<file path="src/common/csr_regs.svh">
// Constants of the common status reporting block: field positions, codes, reset values.
// Assumes inclusion by bare name from design files; definitions only.
// Behaviour
// - Service request only on status byte 0-to-1 edge with matching enable bit set.
// - Request service bit set with the request, cleared by serial poll or clear status.
// - Unused bits of all four status registers read back as zero.
// - Clear status clears event status, status byte, error queue; not accepted while a completion action runs.
// - Clear after terminator also empties output queue and message available.
// - Event enable written 0..255; cleared at power-on or by zero; survives reset.
// - Event bits: power on, user, command, execution, device, query, request, complete.
// - Event status query returns value then clears the register.
// - Completion command finishes queued messages then sets the complete bit.
// - Completion query finishes queued work, then after a delay queues ASCII one.
// - Recall takes locations 0..9; location 0 is the default setting.
// - Save stores current setting into user locations 1 through 9.
// - Reset loads default and idles; keeps queue, both enable masks.
// - Default: all plate positions zero degrees, scan speed fast.
// - Service enable selects request bits; cleared at power-on or zero; survives reset.
// - Status byte: 7 operation, 6 request, 5 event, 4 message, 3 questionable.
// - Enable bit 6 never masks the request service bit.
// - Status byte query returns the current status byte.
// - Self-test result is a 16-bit failure sum; zero means pass. The query answers its upper byte, masked with 0x77, followed by a separator byte.
// - No commands during self-test; setting restored afterwards.
// - Wait command holds further commands until pending operations complete.
// - Identification returns manufacturer, model, serial and revision fields.
`ifndef CSR_REGS_SVH
`define CSR_REGS_SVH
`define CSR_STB_OPER      3'd7
`define CSR_STB_RQS       3'd6
`define CSR_STB_ESB       3'd5
`define CSR_STB_MAV       3'd4
`define CSR_STB_QUES      3'd3
`define CSR_STB_USED      8'hf8
`define CSR_SRE_USED      8'hb8
`define CSR_ESR_OPC       3'd0
`define CSR_ESR_PON       3'd7
`define CSR_TST_USED      16'h773b
`define CSR_ZERO8         8'h00
`define CSR_ASCII_ONE     8'h31
`define CSR_POS_DEFAULT   16'h0000
`define CSR_RATE_FAST     1'b1
`define CSR_LOC_MAX       4'h9
`define CSR_OPC_DELAY_NS  1000
`define CSR_CLK_NS        50
`define CSR_OPC_DELAY_CYC ((`CSR_OPC_DELAY_NS + `CSR_CLK_NS - 1) / `CSR_CLK_NS)
`define CSR_ID_MFR        8'h4d
`define CSR_ID_MODEL      8'h2a
`define CSR_ID_SERIAL     8'h11
`define CSR_ID_REV        8'h01
`define CSR_ID_SEP        8'h2c
`define CSR_OQ_DEPTH      8
`endif

</file>
<file path="src/common/csr_pkg.sv">
// Types of the common status reporting block.
// Assumes no surroundings; compiled before the design.
package csr_pkg;
    typedef enum logic [3:0] {
        CSR_CMD_NONE, CSR_CMD_CLS, CSR_CMD_ESE, CSR_CMD_ESE_Q, CSR_CMD_ESR_Q,
        CSR_CMD_IDN_Q, CSR_CMD_OPC, CSR_CMD_OPC_Q, CSR_CMD_RCL, CSR_CMD_RST,
        CSR_CMD_SAV, CSR_CMD_SRE, CSR_CMD_SRE_Q, CSR_CMD_STB_Q, CSR_CMD_TST_Q,
        CSR_CMD_WAI
    } csr_cmd_t;
    typedef enum logic [2:0] {
        CSR_ST_IDLE, CSR_ST_DRAIN, CSR_ST_DELAY, CSR_ST_TEST, CSR_ST_IDN
    } csr_state_t;
endpackage : csr_pkg

</file>
<file path="src/rtl/csr_status.sv">
// Common status reporting: status byte, event status, both enables, command engine.
// Assumes a parser feeds decoded common commands, synchronous to clk_sys.
`include "csr_regs.svh"
`timescale 1ns/1ps
`default_nettype none
module csr_status (
    // Clock and reset
    input  wire logic                 clk_sys,
    input  wire logic                 rst,
    input  wire logic                 por,
    // Decoded command from parser
    input  wire logic                 cmd_valid,
    input  wire csr_pkg::csr_cmd_t    cmd_code,
    input  wire logic [7:0]           cmd_arg,
    input  wire logic                 cmd_after_term,
    output logic                      cmd_ready,
    // Instrument side
    input  wire logic                 ops_pending,
    input  wire logic                 queue_busy,
    input  wire logic [7:0]           event_in,
    input  wire logic                 oper_summary,
    input  wire logic                 ques_summary,
    output logic                      err_q_clear,
    output logic [15:0]               pos_pol,
    output logic [15:0]               pos_quarter,
    output logic [15:0]               pos_half,
    output logic                      scan_fast,
    output logic                      test_start,
    input  wire logic                 test_done,
    input  wire logic [15:0]          test_result,
    // Output queue to bus
    output logic [7:0]                oq_data,
    output logic                      oq_valid,
    input  wire logic                 oq_read,
    // Bus service request and serial poll
    output logic                      srq,
    input  wire logic                 spoll_read,
    output logic [7:0]                spoll_byte
);
    ////////////////////////////////////////////////////////////////////////
    logic [7:0]  event_status_enable_r;
    logic [7:0]  event_status_r;
    logic [7:0]  service_request_enable_r;
    logic [7:0]  stb_cond;
    logic [7:0]  stb_prev_r;
    logic        rqs_r;
    logic [7:0]  oq_mem [`CSR_OQ_DEPTH];
    logic [2:0]  oq_wp_r;
    logic [2:0]  oq_rp_r;
    logic [3:0]  oq_cnt_r;
    logic        oq_push;
    logic [7:0]  oq_push_data;
    logic        oq_flush;
    logic        oq_do_push;
    logic        oq_do_pop;
    logic [15:0] sav_pol  [10];
    logic [15:0] sav_qtr  [10];
    logic [15:0] sav_half [10];
    logic        sav_fast [10];
    logic [15:0] tst_pol_r;
    logic [15:0] tst_qtr_r;
    logic [15:0] tst_half_r;
    logic        tst_fast_r;
    logic [7:0]  delay_r;
    logic [2:0]  emit_r;
    logic        opc_kind_r;
    csr_pkg::csr_state_t state_r;
    logic        take;
    logic        is_cls;

    assign take   = cmd_valid && cmd_ready;
    assign is_cls = take && cmd_code == csr_pkg::CSR_CMD_CLS;

    ////////////////////////////////////////////////////////////////////////
    // Status byte conditions; unused bits 2..0 stay zero
    always_comb
    begin
        stb_cond = `CSR_ZERO8;
        stb_cond[`CSR_STB_OPER] = oper_summary;
        stb_cond[`CSR_STB_ESB]  = |(event_status_r & event_status_enable_r);
        stb_cond[`CSR_STB_MAV]  = oq_cnt_r != 4'h0;
        stb_cond[`CSR_STB_QUES] = ques_summary;
        stb_cond[`CSR_STB_RQS]  = rqs_r;
        stb_cond = stb_cond & `CSR_STB_USED;
    end

    ////////////////////////////////////////////////////////////////////////
    // Enable masks survive reset and clear status; only power-on or a write of zero clears them
    always_ff @(posedge clk_sys)
    begin
        if (por)
        begin
            event_status_enable_r    <= `CSR_ZERO8;
            service_request_enable_r <= `CSR_ZERO8;
        end
        else if (take && cmd_code == csr_pkg::CSR_CMD_ESE)
            event_status_enable_r <= cmd_arg;
        else if (take && cmd_code == csr_pkg::CSR_CMD_SRE)
            service_request_enable_r <= cmd_arg & `CSR_SRE_USED;
    end

    ////////////////////////////////////////////////////////////////////////
    // Event status: new events win over clear-on-read and clear status
    logic [7:0] ev_set;
    always_comb
    begin
        ev_set = event_in;
        if (state_r == csr_pkg::CSR_ST_DELAY && delay_r == 8'h00 && !opc_kind_r)
            ev_set[`CSR_ESR_OPC] = 1'b1;
    end

    always_ff @(posedge clk_sys)
    begin
        if (por)
            event_status_r <= 8'h01 << `CSR_ESR_PON;
        else if (is_cls || (take && cmd_code == csr_pkg::CSR_CMD_ESR_Q))
            event_status_r <= ev_set;
        else
            event_status_r <= event_status_r | ev_set;
    end

    ////////////////////////////////////////////////////////////////////////
    // Service request: 0->1 edge of an enabled bit; bit 6 is masked out
    logic rise_hit;
    assign rise_hit = |(stb_cond & ~stb_prev_r & service_request_enable_r
                        & ~(8'h01 << `CSR_STB_RQS));

    always_ff @(posedge clk_sys)
    begin
        if (por || rst)
        begin
            stb_prev_r <= `CSR_ZERO8;
            rqs_r      <= 1'b0;
            srq        <= 1'b0;
        end
        else
        begin
            stb_prev_r <= stb_cond;
            if (rise_hit)
                rqs_r <= 1'b1;
            else if (spoll_read || is_cls)
                rqs_r <= 1'b0;
            srq <= rise_hit || (rqs_r && !spoll_read && !is_cls);
        end
    end

    always_ff @(posedge clk_sys)
    begin
        if (por)
            spoll_byte <= `CSR_ZERO8;
        else
            spoll_byte <= stb_cond;
    end

    ////////////////////////////////////////////////////////////////////////
    // Output queue, flushed by clear status right after a terminator
    assign oq_flush = is_cls && cmd_after_term;
    assign oq_do_push = oq_push && oq_cnt_r != 4'(`CSR_OQ_DEPTH);
    assign oq_do_pop  = oq_read && oq_cnt_r != 4'h0;

    always_ff @(posedge clk_sys)
    begin
        if (por || oq_flush)
        begin
            oq_wp_r  <= 3'd0;
            oq_rp_r  <= 3'd0;
            oq_cnt_r <= 4'h0;
        end
        else
        begin
            if (oq_do_push)
            begin
                oq_mem[oq_wp_r] <= oq_push_data;
                oq_wp_r <= oq_wp_r + 3'd1;
            end
            if (oq_do_pop)
                oq_rp_r <= oq_rp_r + 3'd1;
            oq_cnt_r <= oq_cnt_r + 4'(oq_do_push) - 4'(oq_do_pop);
        end
    end

    always_ff @(posedge clk_sys)
    begin
        if (por || oq_flush)
        begin
            oq_data  <= `CSR_ZERO8;
            oq_valid <= 1'b0;
        end
        else
        begin
            oq_data  <= (oq_do_push && oq_cnt_r == 4'(oq_do_pop))
                        ? oq_push_data : oq_mem[oq_rp_r + 3'(oq_do_pop)];
            oq_valid <= (oq_cnt_r + 4'(oq_do_push) - 4'(oq_do_pop)) != 4'h0;
        end
    end

    ////////////////////////////////////////////////////////////////////////
    // Answers pushed into the output queue
    always_comb
    begin
        oq_push      = 1'b0;
        oq_push_data = `CSR_ZERO8;
        if (take)
        begin
            case (cmd_code)
                csr_pkg::CSR_CMD_ESE_Q:
                begin
                    oq_push = 1'b1;
                    oq_push_data = event_status_enable_r;
                end
                csr_pkg::CSR_CMD_ESR_Q:
                begin
                    oq_push = 1'b1;
                    oq_push_data = event_status_r;
                end
                csr_pkg::CSR_CMD_SRE_Q:
                begin
                    oq_push = 1'b1;
                    oq_push_data = service_request_enable_r;
                end
                csr_pkg::CSR_CMD_STB_Q:
                begin
                    oq_push = 1'b1;
                    oq_push_data = stb_cond;
                end
                default:
                    oq_push = 1'b0;
            endcase
        end
        else if (state_r == csr_pkg::CSR_ST_DELAY && delay_r == 8'h00 && opc_kind_r)
        begin
            oq_push = 1'b1;
            oq_push_data = `CSR_ASCII_ONE;
        end
        else if (state_r == csr_pkg::CSR_ST_TEST && test_done)
        begin
            oq_push = 1'b1;
            oq_push_data = 8'((test_result & `CSR_TST_USED) >> 8);
        end
        else if (state_r == csr_pkg::CSR_ST_IDN)
        begin
            oq_push = 1'b1;
            case (emit_r)
                3'd0: oq_push_data = `CSR_ID_MFR;
                3'd2: oq_push_data = `CSR_ID_MODEL;
                3'd4: oq_push_data = `CSR_ID_SERIAL;
                3'd6: oq_push_data = `CSR_ID_REV;
                default: oq_push_data = `CSR_ID_SEP;
            endcase
        end
    end

    ////////////////////////////////////////////////////////////////////////
    // Command sequencer
    always_ff @(posedge clk_sys)
    begin
        if (por || rst)
        begin
            state_r    <= csr_pkg::CSR_ST_IDLE;
            cmd_ready  <= 1'b0;
            delay_r    <= 8'h00;
            emit_r     <= 3'd0;
            opc_kind_r <= 1'b0;
            test_start <= 1'b0;
        end
        else
        begin
            test_start <= 1'b0;
            case (state_r)
                csr_pkg::CSR_ST_IDLE:
                begin
                    cmd_ready <= 1'b1;
                    if (take)
                    begin
                        case (cmd_code)
                            csr_pkg::CSR_CMD_OPC, csr_pkg::CSR_CMD_OPC_Q:
                            begin
                                opc_kind_r <= cmd_code == csr_pkg::CSR_CMD_OPC_Q;
                                state_r    <= csr_pkg::CSR_ST_DRAIN;
                                cmd_ready  <= 1'b0;
                            end
                            csr_pkg::CSR_CMD_WAI:
                            begin
                                opc_kind_r <= 1'b0;
                                state_r    <= csr_pkg::CSR_ST_DRAIN;
                                cmd_ready  <= 1'b0;
                                delay_r    <= 8'hff;
                            end
                            csr_pkg::CSR_CMD_TST_Q:
                            begin
                                state_r    <= csr_pkg::CSR_ST_TEST;
                                cmd_ready  <= 1'b0;
                                test_start <= 1'b1;
                            end
                            csr_pkg::CSR_CMD_IDN_Q:
                            begin
                                state_r   <= csr_pkg::CSR_ST_IDN;
                                emit_r    <= 3'd0;
                                cmd_ready <= 1'b0;
                            end
                            default:
                                state_r <= csr_pkg::CSR_ST_IDLE;
                        endcase
                    end
                end
                csr_pkg::CSR_ST_DRAIN:
                begin
                    if (!ops_pending && !queue_busy)
                    begin
                        if (delay_r == 8'hff)
                            state_r <= csr_pkg::CSR_ST_IDLE;
                        else
                            state_r <= csr_pkg::CSR_ST_DELAY;
                        delay_r <= 8'(`CSR_OPC_DELAY_CYC - 1);
                    end
                end
                csr_pkg::CSR_ST_DELAY:
                begin
                    if (delay_r == 8'h00)
                        state_r <= csr_pkg::CSR_ST_IDLE;
                    else
                        delay_r <= delay_r - 8'h01;
                end
                csr_pkg::CSR_ST_TEST:
                begin
                    if (test_done)
                        state_r <= csr_pkg::CSR_ST_IDN;
                    emit_r <= 3'd7;
                end
                csr_pkg::CSR_ST_IDN:
                begin
                    if (emit_r == 3'd6 || emit_r == 3'd7)
                        state_r <= csr_pkg::CSR_ST_IDLE;
                    emit_r <= emit_r + 3'd1;
                end
                default:
                    state_r <= csr_pkg::CSR_ST_IDLE;
            endcase
        end
    end

    ////////////////////////////////////////////////////////////////////////
    // Instrument setting: default, save, recall, self-test restore
    always_ff @(posedge clk_sys)
    begin
        if (por || rst || (take && (cmd_code == csr_pkg::CSR_CMD_RST
            || (cmd_code == csr_pkg::CSR_CMD_RCL && cmd_arg[3:0] == 4'h0))))
        begin
            pos_pol     <= `CSR_POS_DEFAULT;
            pos_quarter <= `CSR_POS_DEFAULT;
            pos_half    <= `CSR_POS_DEFAULT;
            scan_fast   <= `CSR_RATE_FAST;
        end
        else if (take && cmd_code == csr_pkg::CSR_CMD_RCL && cmd_arg[3:0] <= `CSR_LOC_MAX)
        begin
            pos_pol     <= sav_pol[cmd_arg[3:0]];
            pos_quarter <= sav_qtr[cmd_arg[3:0]];
            pos_half    <= sav_half[cmd_arg[3:0]];
            scan_fast   <= sav_fast[cmd_arg[3:0]];
        end
        else if (state_r == csr_pkg::CSR_ST_TEST && test_done)
        begin
            pos_pol     <= tst_pol_r;
            pos_quarter <= tst_qtr_r;
            pos_half    <= tst_half_r;
            scan_fast   <= tst_fast_r;
        end
    end

    always_ff @(posedge clk_sys)
    begin
        if (take && cmd_code == csr_pkg::CSR_CMD_SAV && cmd_arg[3:0] != 4'h0
            && cmd_arg[3:0] <= `CSR_LOC_MAX)
        begin
            sav_pol[cmd_arg[3:0]]  <= pos_pol;
            sav_qtr[cmd_arg[3:0]]  <= pos_quarter;
            sav_half[cmd_arg[3:0]] <= pos_half;
            sav_fast[cmd_arg[3:0]] <= scan_fast;
        end
        if (take && cmd_code == csr_pkg::CSR_CMD_TST_Q)
        begin
            tst_pol_r  <= pos_pol;
            tst_qtr_r  <= pos_quarter;
            tst_half_r <= pos_half;
            tst_fast_r <= scan_fast;
        end
    end

    always_ff @(posedge clk_sys)
    begin
        if (por || rst)
            err_q_clear <= 1'b0;
        else
            err_q_clear <= is_cls;
    end
endmodule : csr_status
`default_nettype wire

</file>
<file path="config.mk">
export PLATFORM = sky130hd
export DESIGN_NAME = csr_status
export DESIGN_NICKNAME = d
export VERILOG_FILES = /design/src/common/csr_pkg.sv /design/src/rtl/csr_status.sv
export VERILOG_INCLUDE_DIRS = /design/src /design/src/common
export SDC_FILE = /design/constraint.sdc
export NUM_CORES = 1
export LEC_CHECK = 0
export CORE_MARGIN = 3
export CORE_UTILIZATION = 35
export DETAILED_ROUTE_END_ITERATION = 8
export DONT_BUFFER_PORTS = 1
export SLEW_MARGIN = 20
export SYNTH_ARGS = -nofsm -noshare
export SYNTH_HDL_FRONTEND = slang
export SYNTH_SLANG_ARGS = --single-unit
</file>
<file path="constraint.sdc">
create_clock -name clk_sys -period 12 [get_ports clk_sys]
set_clock_uncertainty 0.2 [all_clocks]
set_input_delay 2.4 -clock clk_sys [delete_from_list [all_inputs] [get_ports clk_sys]]
set_output_delay 2.4 -clock clk_sys [all_outputs]
set_load 0.02 [all_outputs]
</file>
==> results.tsv <==
metric	value	unit
status	complete, no violations	
critical path arrival	5160	ps
Inserted Diodes	0	
Placement Rows	104	
FF+latch count, synth	720	
Worst slew margin	32.2	%
total grt overflow	0	
total CTS buffers	75	
final hold viol count	0	
clock-pin slew on the worst setup and hold paths	60	ps
Final Non-Filler Cells	2815	
critical path type	in -> reg	
DP Cell Count	2676	
drt first-iter violations	968	
Pins Over Slew Limit	0	
post-synthesis instance area	0.0286	mm²
count of final setup violators	0	
power density over cell area	167	mW/mm²
first-pass GRT wire length	92500	µm
Synth Warn #	0	
asr flop ratio synth	0	%
min Tclk post-route	4900	ps
DR WL/cell	21.5	µm
Boundary Pins	118	
Detail Route Antenna Nets	0	
initial core utilization	35.4	%
RSZ-0062 raised after global routing	no	
maximum vdd ir drop	123	µV
layout cells sized above 1	18.9	%
WHS	278	ps
Final TNS setup	0	ps
leading cell type in the layout, fill and taps excluded	edfxtp_1	
CTS tree	done	
IO Port Bufs	0	
DR pass1 iterations	5	
Leak	11.7	nW
final-stage net count	1759	
DR vias/cell	5.14	
Tcrit/Tclk final	40.8	%
worst skew pair latency	630	ps
HP Class	reg -> reg	
die height	292	µm
initial antenna violation count	0	
EDFF count, synth	603	
largest net degree at the start of global routing	155	
commonest non-fill, non-tap cells in the layout	edfxtp_1 (603), dfxtp_1 (117), mux4_2 (114)	
gpl congestion	0.816	
total number of vias	14468	
CTS H-tree depth	3	
Residual DRC	0	
# hold bufs at CTS	0	
post-synth cell types	75	
critical path capture point type	register	
setup bufs post-CTS	0	
CTS Root Cell	clkbuf_16	
Power, Total	5.39	mW
WL final	60500	µm
post_cts resized	0	
final HPWL from detailed placement	30500	µm
chip width	292	µm
max cap viols	0	
Gate Count Post-Synth	1646	
prevailing post-synth register cell	edfxtp_1	
Clock Path Buffers	3	
worst slew pin tran	1020	ps
clk sinks	720	
Fmax	204	MHz
register area share after synthesis	71.4	%
Synth-to-Final Area Change	13.0	%
vias in the first global route	14949	
Worst Setup Start Kind	input pin	
CP Max Fanout	31	
syn avg cell area	17.4	µm²
WP data required	12260	ps
Global Route Usage Sum	14.3	%
core outline area	0.0808	mm²
die area	0.0853	mm²
==> worst max-delay path, stage by stage <==
cell	delay (ps)
and4b_4	750
nor3_2	110
a211oi_4	260
buf_4	290
inv_1	70
ha_1	280
inv_1	40
ha_1	200
fa_1	420
xnor2_1	210
a31oi_1	120
==> path summary, 6_finish.rpt <==
path / start / to / slack [ps] / depth (start not counted)
max reg2reg: state_r[0]$_SDFFE_PP0P_ / oq_valid$_SDFF_PP0_ / 8050 / 11
max: test_done / oq_valid$_SDFF_PP0_ / 7100 / 11
min: rqs_r$_SDFFE_PP0P_ / spoll_byte[6]$_SDFF_PP0_ / 280 / 1
min reg2reg: rqs_r$_SDFFE_PP0P_ / spoll_byte[6]$_SDFF_PP0_ / 280 / 1
==> cell type report <==
class	count	area, µm²
Multi-Input combinational cell	860	7860
Fill cell	7220	48500
Sequential cell	720	20400
Tap cell	1060	1330
Clock buffer	97	2040
Timing Repair Buffer	19	143
Clock inverter	42	469
Inverter	17	63.8
==> power by group <==
group	internal (mW)	switching [mW]	total [mW]
Clock	1.37	0.966	2.33
Sequential	2.71	0.0386	2.75
Combinational	0.162	0.152	0.314
==> registers in the layout, indices dropped and copies added, names as in the netlist, 3 cells and up <==
register,count
spoll_byte,5
tst_qtr_r,16
oq_cnt_r,4
sav_pol,160
pos_quarter,16
oq_mem,64
oq_wp_r,3
delay_r,8
stb_prev_r,4
event_status_enable_r,8
emit_r,3
sav_qtr,160
tst_pol_r,16
pos_pol,16
sav_half,160
service_request_enable_r,4
event_status_r,8
oq_rp_r,3
sav_fast,10
tst_half_r,16
oq_data,8
state_r,3
pos_half,16
==> per-stage QoR <==
stage / setup WS [ps] / area [µm²] / util, %
final: 7100 / 32400 / 40.0
after global routing: 6930 / 32400 / 40.0
after CTS: 7120 / 32400 / 40.0
after detailed placement: 6470 / 29800 / 36.9
after global placement: 6470 / 29800 / 36.9
after floorplan: 4770 / 28800 / -
==> layer usage <==
metal | wire length [µm] | up-vias | track usage, %
li1 | - | 6546 | -
met5 | 0 | - | 0
met1 | 26400 | 7499 | 18.8
met2 | 29200 | 327 | 23.7
met3 | 3610 | 96 | 3.49
met4 | 1290 | 0 | 3.93
==> synth_stat cells (all sizes together) (4+ instances only) <==
master	n	area share, %
nor4	4	0.11
a31oi	5	0.11
o21ai	65	1.1
and2	54	1.2
nor3	17	0.35
xnor2	4	0.12
nand4	4	0.11
nand2	74	0.98
inv	17	0.22
a211oi	10	0.32
buf	59	1.3
ha	17	0.74
nor2	68	0.89
nand3	5	0.10
a21oi	31	0.55
a32o	6	0.21
nor2b	13	0.28
a22oi	11	0.29
mux2i	112	3.9
nand3b	8	0.22
clkbuf	41	0.55
dfxtp	117	8.2
mux2	52	2.0
nand2b	11	0.24
a21o	5	0.13
edfxtp	603	63
nor3b	9	0.25
o211ai	51	1.3
mux4	114	9.0
a221oi	7	0.21
==> cells by family (layout without fill, tap and decap cells) <==
| group | after synthesis | in the layout | synth area share (%) |
|---|---|---|---|
| flops | 720 | 720 | 71.4 |
| compound gates | 219 | 219 | 5.14 |
| simple gates | 286 | 286 | 5.38 |
| mux | 278 | 278 | 14.9 |
| buf+inv | 117 | 175 | 2.09 |
| other cells | 1 | 52 | 0.0131 |
| fa+ha+maj | 18 | 18 | 0.813 |
| xor+xnor | 7 | 7 | 0.214 |
No activity file was read; power rests on OpenSTA's default activity.
